File: src/logic/tmc_pkg.sv
// Package: register map, field layout and timing constants for the dual timer block
package tmc_pkg;

  // ----------------------------------------------------------------
  // Register byte offsets
  // ----------------------------------------------------------------
  localparam logic [7:0] TMC_OFS_CTRL = 8'h00; // timer_run_flag_control
  localparam logic [7:0] TMC_OFS_MODE = 8'h04; // timer_mode_select
  localparam logic [7:0] TMC_OFS_T0LO = 8'h08;
  localparam logic [7:0] TMC_OFS_T0HI = 8'h0c;
  localparam logic [7:0] TMC_OFS_T1LO = 8'h10;
  localparam logic [7:0] TMC_OFS_T1HI = 8'h14;
  localparam logic [7:0] TMC_OFS_IRQ_STAT = 8'h18;
  localparam logic [7:0] TMC_OFS_IRQ_CLR = 8'h1c;
  localparam logic [7:0] TMC_OFS_IRQ_EN = 8'h20;
  localparam logic [7:0] TMC_OFS_BITOP = 8'h24;

  // ----------------------------------------------------------------
  // Field positions
  // ----------------------------------------------------------------
  localparam int TMC_CTL_TF1 = 7;
  localparam int TMC_CTL_TR1 = 6;
  localparam int TMC_CTL_TF0 = 5;
  localparam int TMC_CTL_TR0 = 4;
  localparam int TMC_CTL_IE1 = 3;
  localparam int TMC_CTL_IT1 = 2;
  localparam int TMC_CTL_IE0 = 1;
  localparam int TMC_CTL_IT0 = 0;
  localparam int TMC_MOD_GATE1 = 7;
  localparam int TMC_MOD_CT1 = 6;
  localparam int TMC_MOD_M1_HI = 5;
  localparam int TMC_MOD_M1_LO = 4;
  localparam int TMC_MOD_GATE0 = 3;
  localparam int TMC_MOD_CT0 = 2;
  localparam int TMC_MOD_M0_HI = 1;
  localparam int TMC_MOD_M0_LO = 0;
  localparam int TMC_BITOP_VAL = 3; // bit op: [2:0] index, [3] value
  localparam int TMC_EVT_TF0 = 0; // status / enable / clear layout
  localparam int TMC_EVT_TF1 = 1;
  localparam int TMC_EVT_IE0 = 2;
  localparam int TMC_EVT_IE1 = 3;
  localparam int TMC_PIN_T0 = 0; // pin vector layout
  localparam int TMC_PIN_T1 = 1;
  localparam int TMC_PIN_INT0 = 2;
  localparam int TMC_PIN_INT1 = 3;
  localparam int TMC_NPINS = 4;
  localparam int TMC_NEVT = 4;

  // ----------------------------------------------------------------
  // Modes, reset values and timing
  // ----------------------------------------------------------------
  localparam logic [1:0] TMC_MODE_13BIT = 2'h0;
  localparam logic [1:0] TMC_MODE_16BIT = 2'h1;
  localparam logic [1:0] TMC_MODE_RELOAD = 2'h2;
  localparam logic [1:0] TMC_MODE_SPLIT = 2'h3;
  localparam logic [7:0] TMC_RST_CTRL = 8'h00;
  localparam logic [7:0] TMC_RST_MODE = 8'h00;
  localparam logic [7:0] TMC_RST_BYTE = 8'h00;
  localparam logic [4:0] TMC_LO13_MAX = 5'h1f;
  localparam int TMC_CLK_HZ = 40_000_000;
  localparam int TMC_OSC_PER_MC = 12; // oscillator periods per machine cycle
  localparam int TMC_MC_CLKS = TMC_OSC_PER_MC; // clk is the oscillator
  localparam int TMC_PRESC_W = 4;

  typedef enum logic {
    TMC_BUS_IDLE = 1'b0,
    TMC_BUS_ACK = 1'b1
  } tmc_bus_t;

  // Result of one count step on a timer pair
  typedef struct packed {
    logic [7:0] hi;
    logic [7:0] lo;
    logic ovf;
  } tmc_step_t;

  typedef struct packed {
    logic [TMC_NPINS-1:0] meta;
    logic [TMC_NPINS-1:0] sync;
    logic [TMC_NPINS-1:0] samp;
    logic [TMC_NPINS-1:0] fall;
  } tmc_sync_t;

  typedef struct packed {
    logic [TMC_PRESC_W-1:0] cnt;
  } tmc_presc_t;

  typedef struct packed {
    tmc_bus_t bus;
    logic [31:0] rdat;
    logic [7:0] ctl;
    logic [7:0] mode;
    logic [7:0] t0lo;
    logic [7:0] t0hi;
    logic [7:0] t1lo;
    logic [7:0] t1hi;
    logic [TMC_NEVT-1:0] stat;
    logic [TMC_NEVT-1:0] en;
    logic [2:0] bitIdx;
  } tmc_state_t;

endpackage : tmc_pkg

File: src/logic/tmc_prescale.sv
// Machine cycle strobe: one clk pulse out of every machine cycle
`timescale 1ns/1ps
module tmc_prescale
  import tmc_pkg::*;
#(
  parameter int DIV = TMC_MC_CLKS
) (
  input wire logic clk,
  input wire logic rst_b,
  output logic tick
);

  tmc_presc_t s_q;
  tmc_presc_t s_d;

  // ----------------------------------------------------------------
  // Divider
  // ----------------------------------------------------------------
  // Counts 0..DIV-1 and wraps; tick marks the last clock of the cycle
  always_comb begin
    s_d = s_q;
    if (s_q.cnt == TMC_PRESC_W'(DIV - 1)) begin
      s_d.cnt = '0;
    end else begin
      s_d.cnt = s_q.cnt + 1'b1;
    end
  end

  assign tick = (s_q.cnt == TMC_PRESC_W'(DIV - 1));

  // State register
  always_ff @(posedge clk) begin
    if (!rst_b) begin
      s_q <= '0;
    end else begin
      s_q <= s_d;
    end
  end

endmodule : tmc_prescale

File: src/logic/tmc_pin_sync.sv
// Pin synchroniser with once-per-machine-cycle sampling and fall detection
`timescale 1ns/1ps
module tmc_pin_sync
  import tmc_pkg::*;
(
  input wire logic clk,
  input wire logic rst_b,
  input wire logic tick,
  input wire logic [TMC_NPINS-1:0] pins,
  output logic [TMC_NPINS-1:0] level,
  output logic [TMC_NPINS-1:0] sample,
  output logic [TMC_NPINS-1:0] fall
);

  tmc_sync_t s_q;
  tmc_sync_t s_d;

  // ----------------------------------------------------------------
  // Two-stage synchroniser and machine-cycle sampler
  // ----------------------------------------------------------------
  // Only sync reads meta; samples move once per machine cycle so a 1-to-0
  // needs two machine cycles to be seen, as the count rate limit expects
  always_comb begin
    s_d = s_q;
    s_d.meta = pins;
    s_d.sync = s_q.meta;
    s_d.fall = '0;
    if (tick) begin
      s_d.samp = s_q.sync;
      s_d.fall = s_q.samp & ~s_q.sync; // high then low
    end
  end

  assign level = s_q.sync;
  assign sample = s_q.samp;
  assign fall = s_q.fall;

  // Pins idle high, so reset the chain to ones to avoid a false fall
  always_ff @(posedge clk) begin
    if (!rst_b) begin
      s_q <= '{meta: '1, sync: '1, samp: '1, fall: '0};
    end else begin
      s_q <= s_d;
    end
  end

endmodule : tmc_pin_sync

File: src/logic/tmc_dual_timer.sv
// Dual 16-bit timer/counter with mode control and a Wishbone register port
`timescale 1ns/1ps

// Notes on behaviour
// Hardware sets overflow flag on rollover
// Vectoring to handler clears overflow flag
// Gate set: run bit and pin high
// Mode 00 is a 13-bit timer
// Mode 01 is a 16-bit timer
// Mode 10 reloads low byte from high
// Split mode: low byte keeps timer 0 controls
// Split high byte uses timer 1 run/flag
// Timer 1 mode 11 holds its count
// Control register has single-bit set/clear/test
// Mode register is whole-byte only
// Only software changes the run bits
// Timer counts once per machine cycle
// Counter counts sampled falling edges
// 13-bit count: high byte plus low five
// Type bit picks level or falling edge
module tmc_dual_timer
  import tmc_pkg::*;
#(
  parameter int AW = 8
) (
  input wire logic clk,
  input wire logic rst_b,
  // Wishbone classic slave
  input wire logic cyc_i,
  input wire logic stb_i,
  input wire logic we_i,
  input wire logic [AW-1:0] adr_i,
  input wire logic [3:0] sel_i,
  input wire logic [31:0] dat_i,
  output logic [31:0] dat_o,
  output logic ack_o,
  // External count and interrupt pins
  input wire logic countPin0,
  input wire logic countPin1,
  input wire logic externalIrqPin0B,
  input wire logic externalIrqPin1B,
  // Processor vectoring strobes
  input wire logic vectorTimer0,
  input wire logic vectorTimer1,
  input wire logic vectorExt0,
  input wire logic vectorExt1,
  // Request flags towards the core
  output logic timer0OverflowFlag,
  output logic timer1OverflowFlag,
  output logic extIrq0Flag,
  output logic extIrq1Flag,
  output logic irq
);

  // ----------------------------------------------------------------
  // Declarations
  // ----------------------------------------------------------------
  tmc_state_t s_q;
  tmc_state_t s_d;
  logic mcTick;
  logic [TMC_NPINS-1:0] pinLevel;
  logic [TMC_NPINS-1:0] pinSample;
  logic [TMC_NPINS-1:0] pinFall;
  logic [1:0] mode0;
  logic [1:0] mode1;
  logic split0;
  logic run0;
  logic run1;
  logic inc0;
  logic inc1;
  logic incHi0;
  logic [7:0] ctlSw;
  logic [TMC_NEVT-1:0] evt;
  logic busReq;
  logic wrStb;
  logic [7:0] wrByte;
  tmc_step_t step0;
  tmc_step_t step1;

  // ----------------------------------------------------------------
  // Helpers
  // ----------------------------------------------------------------
  // One count step of a timer pair in modes 00, 01 and 10
  function automatic tmc_step_t stepTimer(
    input logic [7:0] hi,
    input logic [7:0] lo,
    input logic [1:0] mode,
    input logic inc
  );
    tmc_step_t r;
    r.hi = hi;
    r.lo = lo;
    r.ovf = 1'b0;
    if (inc) begin
      case (mode)
        TMC_MODE_13BIT: begin
          // Upper three low bits are left alone, software must ignore them
          r.lo[4:0] = lo[4:0] + 5'h01;
          if (lo[4:0] == TMC_LO13_MAX) begin
            r.hi = hi + 8'h01;
            r.ovf = (hi == 8'hff);
          end
        end
        TMC_MODE_16BIT: begin
          {r.hi, r.lo} = {hi, lo} + 16'h0001;
          r.ovf = ({hi, lo} == 16'hffff);
        end
        TMC_MODE_RELOAD: begin
          r.ovf = (lo == 8'hff);
          r.lo = r.ovf ? hi : lo + 8'h01;
        end
        default: begin
          r.ovf = 1'b0;
        end
      endcase
    end
    return r;
  endfunction : stepTimer

  // Read mux over the register map; unmapped offsets read as zero
  function automatic logic [31:0] readReg(input tmc_state_t s, input logic [AW-1:0] a);
    logic [7:0] v;
    v = 8'h00;
    case (8'(a))
      TMC_OFS_CTRL: v = s.ctl;
      TMC_OFS_MODE: v = s.mode;
      TMC_OFS_T0LO: v = s.t0lo;
      TMC_OFS_T0HI: v = s.t0hi;
      TMC_OFS_T1LO: v = s.t1lo;
      TMC_OFS_T1HI: v = s.t1hi;
      TMC_OFS_IRQ_STAT: v = {4'h0, s.stat};
      TMC_OFS_IRQ_EN: v = {4'h0, s.en};
      TMC_OFS_BITOP: v = {7'h00, s.ctl[s.bitIdx]};
      default: v = 8'h00;
    endcase
    return {24'h000000, v};
  endfunction : readReg

  // ----------------------------------------------------------------
  // Machine cycle and pins
  // ----------------------------------------------------------------
  tmc_prescale #(
    .DIV(TMC_MC_CLKS)
  ) uPrescale (
    .clk(clk),
    .rst_b(rst_b),
    .tick(mcTick)
  );

  tmc_pin_sync uPinSync (
    .clk(clk),
    .rst_b(rst_b),
    .tick(mcTick),
    .pins({externalIrqPin1B, externalIrqPin0B, countPin1, countPin0}),
    .level(pinLevel),
    .sample(pinSample),
    .fall(pinFall)
  );

  // ----------------------------------------------------------------
  // Run conditions and count enables
  // ----------------------------------------------------------------
  assign mode0 = s_q.mode[TMC_MOD_M0_HI:TMC_MOD_M0_LO];
  assign mode1 = s_q.mode[TMC_MOD_M1_HI:TMC_MOD_M1_LO];
  assign split0 = (mode0 == TMC_MODE_SPLIT);
  assign run0 = s_q.ctl[TMC_CTL_TR0] & (~s_q.mode[TMC_MOD_GATE0] | pinLevel[TMC_PIN_INT0]);
  // Timer 1 loses its run bit to the split high byte, so it free-runs then
  assign run1 = split0 ? 1'b1 :
                s_q.ctl[TMC_CTL_TR1] & (~s_q.mode[TMC_MOD_GATE1] | pinLevel[TMC_PIN_INT1]);
  // Timer function counts machine cycles, counter function counts falls
  assign inc0 = run0 & (s_q.mode[TMC_MOD_CT0] ? pinFall[TMC_PIN_T0] : mcTick);
  assign inc1 = run1 & (s_q.mode[TMC_MOD_CT1] ? pinFall[TMC_PIN_T1] : mcTick);
  assign incHi0 = split0 & s_q.ctl[TMC_CTL_TR1] & mcTick;

  // Timer 0 in split mode steps its low byte as a plain 8-bit counter
  always_comb begin
    if (split0) begin
      step0.hi = s_q.t0hi + {7'h00, incHi0};
      step0.lo = s_q.t0lo + {7'h00, inc0};
      step0.ovf = inc0 & (s_q.t0lo == 8'hff);
    end else begin
      step0 = stepTimer(s_q.t0hi, s_q.t0lo, mode0, inc0);
    end
  end

  // Mode 11 on timer 1 freezes it
  always_comb begin
    if (mode1 == TMC_MODE_SPLIT) begin
      step1 = '{hi: s_q.t1hi, lo: s_q.t1lo, ovf: 1'b0};
    end else begin
      step1 = stepTimer(s_q.t1hi, s_q.t1lo, mode1, inc1);
    end
  end

  // ----------------------------------------------------------------
  // Bus decode
  // ----------------------------------------------------------------
  assign busReq = cyc_i & stb_i;
  assign wrStb = (s_q.bus == TMC_BUS_ACK) & busReq & we_i & sel_i[0];
  assign wrByte = dat_i[7:0];
  assign ack_o = (s_q.bus == TMC_BUS_ACK);
  assign dat_o = s_q.rdat;

  // Software view of the control byte before hardware updates
  always_comb begin
    ctlSw = s_q.ctl;
    if (wrStb && 8'(adr_i) == TMC_OFS_CTRL) begin
      ctlSw = wrByte;
    end
    if (wrStb && 8'(adr_i) == TMC_OFS_BITOP) begin
      ctlSw[wrByte[2:0]] = wrByte[TMC_BITOP_VAL];
    end
  end

  // ----------------------------------------------------------------
  // Next state
  // ----------------------------------------------------------------
  always_comb begin
    s_d = s_q;
    evt = '0;

    // Bus phase: answer one cycle after the request, drop ack after one
    case (s_q.bus)
      TMC_BUS_IDLE: begin
        if (busReq) begin
          s_d.bus = TMC_BUS_ACK;
          s_d.rdat = we_i ? s_q.rdat : readReg(s_q, adr_i); // Writes keep the last read data
        end
      end
      TMC_BUS_ACK: begin
        s_d.bus = TMC_BUS_IDLE;
      end
      default: begin
        s_d.bus = TMC_BUS_IDLE;
      end
    endcase

    // Counts step first, a software write to the same byte wins
    s_d.t0lo = step0.lo;
    s_d.t0hi = step0.hi;
    s_d.t1lo = step1.lo;
    s_d.t1hi = step1.hi;
    if (wrStb) begin
      case (8'(adr_i))
        TMC_OFS_MODE: s_d.mode = wrByte;
        TMC_OFS_T0LO: s_d.t0lo = wrByte;
        TMC_OFS_T0HI: s_d.t0hi = wrByte;
        TMC_OFS_T1LO: s_d.t1lo = wrByte;
        TMC_OFS_T1HI: s_d.t1hi = wrByte;
        TMC_OFS_IRQ_EN: s_d.en = wrByte[TMC_NEVT-1:0];
        TMC_OFS_BITOP: s_d.bitIdx = wrByte[2:0];
        default: begin
        end
      endcase
    end

    // Control byte: software value, then vector clears, then hardware sets;
    // run bits pass straight from software and nothing else touches them
    s_d.ctl = ctlSw;
    if (vectorTimer0) begin
      s_d.ctl[TMC_CTL_TF0] = 1'b0;
    end
    if (vectorTimer1) begin
      s_d.ctl[TMC_CTL_TF1] = 1'b0;
    end
    if (step0.ovf) begin
      s_d.ctl[TMC_CTL_TF0] = 1'b1;
      evt[TMC_EVT_TF0] = 1'b1;
    end
    // In split mode the timer 1 flag belongs to the high byte of timer 0
    if (split0 ? (incHi0 && s_q.t0hi == 8'hff) : step1.ovf) begin
      s_d.ctl[TMC_CTL_TF1] = 1'b1;
      evt[TMC_EVT_TF1] = 1'b1;
    end

    // External interrupt flags: edge mode latches a sampled fall until
    // vectoring, level mode simply follows the sampled pin
    if (ctlSw[TMC_CTL_IT0]) begin
      if (vectorExt0) begin
        s_d.ctl[TMC_CTL_IE0] = 1'b0;
      end
      if (pinFall[TMC_PIN_INT0]) begin
        s_d.ctl[TMC_CTL_IE0] = 1'b1;
      end
    end else begin
      s_d.ctl[TMC_CTL_IE0] = ~pinSample[TMC_PIN_INT0];
    end
    if (ctlSw[TMC_CTL_IT1]) begin
      if (vectorExt1) begin
        s_d.ctl[TMC_CTL_IE1] = 1'b0;
      end
      if (pinFall[TMC_PIN_INT1]) begin
        s_d.ctl[TMC_CTL_IE1] = 1'b1;
      end
    end else begin
      s_d.ctl[TMC_CTL_IE1] = ~pinSample[TMC_PIN_INT1];
    end
    evt[TMC_EVT_IE0] = s_d.ctl[TMC_CTL_IE0] & ~s_q.ctl[TMC_CTL_IE0];
    evt[TMC_EVT_IE1] = s_d.ctl[TMC_CTL_IE1] & ~s_q.ctl[TMC_CTL_IE1];

    // Sticky status: a new event beats a clear in the same cycle
    if (wrStb && 8'(adr_i) == TMC_OFS_IRQ_CLR) begin
      s_d.stat = s_q.stat & ~wrByte[TMC_NEVT-1:0];
    end
    s_d.stat = s_d.stat | evt;
  end

  // ----------------------------------------------------------------
  // Outputs
  // ----------------------------------------------------------------
  assign timer0OverflowFlag = s_q.ctl[TMC_CTL_TF0];
  assign timer1OverflowFlag = s_q.ctl[TMC_CTL_TF1];
  assign extIrq0Flag = s_q.ctl[TMC_CTL_IE0];
  assign extIrq1Flag = s_q.ctl[TMC_CTL_IE1];
  assign irq = |(s_q.stat & s_q.en); // Level, high while any enabled bit set

  // ----------------------------------------------------------------
  // State register
  // ----------------------------------------------------------------
  always_ff @(posedge clk) begin
    if (!rst_b) begin
      s_q <= '{bus: TMC_BUS_IDLE, rdat: '0, ctl: TMC_RST_CTRL, mode: TMC_RST_MODE,
               t0lo: TMC_RST_BYTE, t0hi: TMC_RST_BYTE, t1lo: TMC_RST_BYTE,
               t1hi: TMC_RST_BYTE, stat: '0, en: '0, bitIdx: '0};
    end else begin
      s_q <= s_d;
    end
  end

endmodule : tmc_dual_timer

File: config.mk
export PLATFORM = sky130hd
export DESIGN_NAME = tmc_dual_timer
export DESIGN_NICKNAME = d
export VERILOG_FILES = /design/src/logic/tmc_pkg.sv /design/src/logic/tmc_prescale.sv /design/src/logic/tmc_pin_sync.sv /design/src/logic/tmc_dual_timer.sv
export SDC_FILE = /design/constraint.sdc
export NUM_CORES = 1
export LEC_CHECK = 0
export ABC_AREA = 1
export BUFFER_PORTS_ARGS = -buffer_cell sky130_fd_sc_hd__buf_2
export CAP_MARGIN = 5
export CELL_PAD_IN_SITES_DETAIL_PLACEMENT = 1
export CELL_PAD_IN_SITES_GLOBAL_PLACEMENT = 1
export CORE_MARGIN = 8
export CORE_UTILIZATION = 41
export CTS_BUF_LIST = sky130_fd_sc_hd__clkbuf_4 sky130_fd_sc_hd__clkbuf_8 sky130_fd_sc_hd__clkbuf_16
export DETAILED_ROUTE_END_ITERATION = 7
export PLACE_DENSITY = 0.79
export SYNTH_ARGS = -nofsm -noshare
export SYNTH_HDL_FRONTEND = slang
export SYNTH_SLANG_ARGS = --single-unit
File: constraint.sdc
create_clock -name clk -period 3.05 [get_ports clk]
set_clock_uncertainty 0.1 [all_clocks]
set_input_delay 0.305 -clock clk [delete_from_list [all_inputs] [get_ports clk]]
set_output_delay 0.305 -clock clk [all_outputs]
set_load 0.05 [all_outputs]
==> flow_summary.html <==
<table>
<tr><th>Metric</th><th>Value</th></tr>
<tr><th colspan="2">Global route</th></tr>
<tr><td>First-pass GRT wire length</td><td>38.4 mm</td></tr>
<tr><td>Global router's overall resource usage</td><td>0.242</td></tr>
<tr><td>Via count of the first global-routing pass</td><td>7198</td></tr>
<tr><td>Initial antenna violation count</td><td>0</td></tr>
<tr><td>Maximum number of pins on one net before global-route repair</td><td>54</td></tr>
<tr><td>Residual overflow from global routing</td><td>0</td></tr>
<tr><th colspan="2">Worst setup path</th></tr>
<tr><td>Reg-to-reg setup timing slack</td><td>0.48 ns</td></tr>
<tr><td>Data arrival time of the critical path</td><td>2.76 ns</td></tr>
<tr><td>Element type at the critical path end</td><td>flop</td></tr>
<tr><td>Worst path slowest cell</td><td>dfxtp_1</td></tr>
<tr><td>Type of the worst setup path</td><td>reg2reg</td></tr>
<tr><td>Start point of the critical path</td><td>uPrescale.s_q[0]</td></tr>
<tr><td>Required arrival time at the worst endpoint</td><td>3.24 ns</td></tr>
<tr><td>Worst R2R Start</td><td>uPrescale.s_q[0]</td></tr>
<tr><td>Critical path's largest stage delay</td><td>0.36 ns</td></tr>
<tr><td>Startpoint kind of the worst setup timing path</td><td>flop</td></tr>
<tr><td>Worst path bufs/invs</td><td>2</td></tr>
<tr><td>Cells along the critical path</td><td>ha_1, nand3_1, nand2_1, nand2_2, inv_2, ha_1, ha_1, nand2_1, inv_1, nand2_1, nor2_1, o21ai_0, a21oi_1, nor2_1, a21oi_1</td></tr>
<tr><td>Gate family responsible for the most delay along the worst path</td><td>simple AND/OR/NAND/NOR gates</td></tr>
<tr><td>Crit Path Max Fanout</td><td>8</td></tr>
<tr><th colspan="2">Routing</th></tr>
<tr><td>DRT iter0 DRCs</td><td>521</td></tr>
<tr><td>Drt via density</td><td>5.56</td></tr>
<tr><td>Antenna viol nets, final</td><td>0</td></tr>
<tr><td>Vias</td><td>7252</td></tr>
<tr><td>Post-detailed-routing wire length</td><td>24.1 mm</td></tr>
<tr><td>Iteration count of the initial detailed-routing pass</td><td>5</td></tr>
<tr><td>Wire per inst</td><td>18.5 um</td></tr>
<tr><td># DRC</td><td>0</td></tr>
<tr><th colspan="2">Clock tree</th></tr>
<tr><td>Clock tree from TritonCTS</td><td>done</td></tr>
<tr><td>Number of gates resized after cts</td><td>0</td></tr>
<tr><td>Total CTS buffers</td><td>9</td></tr>
<tr><td>Buffer count from post-CTS setup fixing</td><td>0</td></tr>
<tr><td>Clock transition at the register clock pins on the worst setup and hold paths after CTS</td><td>0.07 ns</td></tr>
<tr><td>Clock latency on the worst-skew pair</td><td>0.36 ns</td></tr>
<tr><td>Max Root-Sink Buffers</td><td>2</td></tr>
<tr><td>Clock sink count</td><td>88</td></tr>
<tr><td>H-Tree Depth</td><td>3</td></tr>
<tr><td>Hold buffers post-CTS</td><td>0</td></tr>
<tr><td>Clock tree root driver cell</td><td>clkbuf_16</td></tr>
<tr><th colspan="2">Layout</th></tr>
<tr><td>NumNets Final</td><td>1162</td></tr>
<tr><td>Area of the multi-input gates</td><td>4020 sq um</td></tr>
<tr><td>Final standard cell area without fillers</td><td>7200 sq um</td></tr>
<tr><td>Syn-to-layout area delta</td><td>9.45%</td></tr>
<tr><td>Filler cell count in the final layout</td><td>2234</td></tr>
<tr><td>Share of layout cells above drive strength 1</td><td>0.118</td></tr>
<tr><td>Number of antenna repair diodes</td><td>0</td></tr>
<tr><td>FF/Latch Area</td><td>1760 sq um</td></tr>
<tr><th colspan="2">Logic synthesis</th></tr>
<tr><td>Unique masters post-synth</td><td>41</td></tr>
<tr><td>Total number of yosys warnings</td><td>0</td></tr>
<tr><td>Proportion of synthesized chip area in sequential cells</td><td>0.268</td></tr>
<tr><td>Most area-consuming cells after synthesis</td><td>dfxtp_1 27%, nand2_1 13%, o21ai_0 8.7%</td></tr>
<tr><td>Number of instances in the synthesized netlist</td><td>1056</td></tr>
<tr><td>Synthesized area divided by synthesized cell count</td><td>6.23 sq um</td></tr>
<tr><td>Fraction of registers with async set/reset</td><td>0</td></tr>
<tr><td>Synth top cells by count</td><td>234 x nand2_1, 119 x inv_1, 114 x o21ai_0</td></tr>
<tr><td>Area leader, netlist</td><td>dfxtp_1</td></tr>
<tr><td>Most frequent cell after synthesis</td><td>nand2_1</td></tr>
<tr><td>Number of enable flip-flop cells after synthesis</td><td>0</td></tr>
<tr><td>Post-synthesis instance area</td><td>6580 sq um</td></tr>
<tr><td>Area share of the leading cell type in the synthesized netlist</td><td>0.268</td></tr>
<tr><td>Leading register cell type out of synthesis</td><td>dfxtp_1</td></tr>
<tr><td>Flip-flop and latch count after synthesis</td><td>88</td></tr>
<tr><th colspan="2">STA</th></tr>
<tr><td>Min Hold Slack</td><td>0.0309 ns</td></tr>
<tr><td>Actual transition at the worst max-transition pin</td><td>0.955 ns</td></tr>
<tr><td>Setup TNS after final layout</td><td>0 ns</td></tr>
<tr><td>Period minus WS final</td><td>2.57 ns</td></tr>
<tr><td>Max-slew violations</td><td>0</td></tr>
<tr><td>RSZ-0062 raised after global routing</td><td>no</td></tr>
<tr><td>Crit share post-route</td><td>0.843</td></tr>
<tr><td>Number of setup violations in the final report</td><td>0</td></tr>
<tr><td>Final hold vios</td><td>0</td></tr>
<tr><td>Relative slew slack</td><td>0.362</td></tr>
<tr><td>Fmax achieved</td><td>0.389 GHz</td></tr>
<tr><th colspan="2">Place</th></tr>
<tr><td>HPWL after detailed placement</td><td>18.1 mm</td></tr>
<tr><td>Routability congestion estimate</td><td>0.911</td></tr>
<tr><td>Count of input and output buffers</td><td>43</td></tr>
<tr><td>DP Area</td><td>6860 sq um</td></tr>
<tr><th colspan="2">Power</th></tr>
<tr><td>Power consumption</td><td>0.00265 W</td></tr>
<tr><td>Pleak</td><td>3.11 nW</td></tr>
<tr><td>Power per unit of standard cell area</td><td>367 nW/um^2</td></tr>
<tr><td>Maximum VDD drop</td><td>0.000423 V</td></tr>
<tr><th colspan="2">Floorplanning</th></tr>
<tr><td>Die span in x</td><td>143 um</td></tr>
<tr><td>Effective utilization at floorplan</td><td>0.417</td></tr>
<tr><td>Die area</td><td>20400 sq um</td></tr>
<tr><td>Die outline height</td><td>143 um</td></tr>
<tr><td>Total core area</td><td>15800 sq um</td></tr>
<tr><td>Site Rows</td><td>46</td></tr>
<tr><td>Number of top-level design ports</td><td>95</td></tr>
<tr><th colspan="2">Run status</th></tr>
<tr><td>Run status</td><td>completed</td></tr>
<tr><th colspan="2">Min path</th></tr>
<tr><td>Class of the tightest hold or removal check</td><td>in2reg</td></tr>
<tr><td>Worst Hold Launch</td><td>externalIrqPin1B</td></tr>
<tr><th colspan="2">Flow run</th></tr>
<tr><td>Reported max-cap violation count</td><td>0</td></tr>
</table>
[area by class of cell]
cell class | count | share of cell area
multi-input cells | 794 | 0.559
well taps | 216 | 0.0375
inverters | 138 | 0.0719
repair buffers | 53 | 0.0403
flip-flops and latches | 88 | 0.245
clock buffers | 10 | 0.0332
clock inverters | 6 | 0.0139
[kinds of logic (layout without fill, tap and decap cells)]
| logic type | after synthesis | after routing | synth area share |
|---|---|---|---|
| AOI/OAI and AO/OA | 266 | 266 | 0.213 |
| xor gates and xnor gates | 10 | 10 | 0.0133 |
| adders and majority gates | 21 | 21 | 0.0399 |
| buffers and inverters | 197 | 207 | 0.134 |
| DFF | 88 | 88 | 0.268 |
| other | 1 | 24 | 0.000570 |
| and+or+nand+nor | 473 | 473 | 0.332 |
[per-layer routing]
layer  vias up  routed length (um)  track usage
met5         -                   0            0
met4         0                 670       0.0822
met3        49                1230       0.0397
met2       219               11300        0.404
met1      3483               10800        0.310
li1       3501                   -            -
[path summary, 6_finish.rpt]
path | to | cells after the start
min reg2reg | uPinSync.level[0] | 1
min | uPinSync.s_d[11] | 2
max reg2reg | s_q[41] | 15
max | s_q[41] | 15
[cell usage in the layout (no fill, tap or decap), types with 9 or more instances in the layout]
cell,instances
a21oi_1,106
a31oi_1,9
buf_2,43
buf_4,10
clkbuf_16,9
conb_1,24
dfxtp_1,88
ha_1,21
inv_1,119
inv_2,16
nand2_1,234
nand3_1,82
nand4_1,19
nor2_1,80
nor3_1,11
o211ai_1,10
o21ai_0,114
o21ai_1,9
o22ai_1,13
or2_2,10
[flip-flops by register name (all words and copies together) (netlist names)]
name,count
extIrq0Flag,1
ack_o,1
mode0,2
dat_o,8
uPinSync.s_d,4
extIrq1Flag,1
mode1,2
uPinSync.level,4
uPrescale.s_q,4
timer0OverflowFlag,1
s_q,51
uPinSync.sample,4
timer1OverflowFlag,1
uPinSync.fall,4
[power by group]
| part | switching [W] | internal (W) |
|---|---|---|
| Sequential | 0.00000552 | 0.00116 |
| Clock | 0.000529 | 0.000756 |
| Combinational | 0.000165 | 0.0000338 |
[through the flow]
step	util	std cells	worst slack (ns)
after floorplan	-	1079	0.874
after global placement	0.435	1289	0.533
after detailed placement	0.435	1289	0.504
after CTS	0.457	1305	0.485
after global routing	0.457	1305	0.258
final	0.457	1305	0.479
No activity file was read; power rests on OpenSTA's default activity.
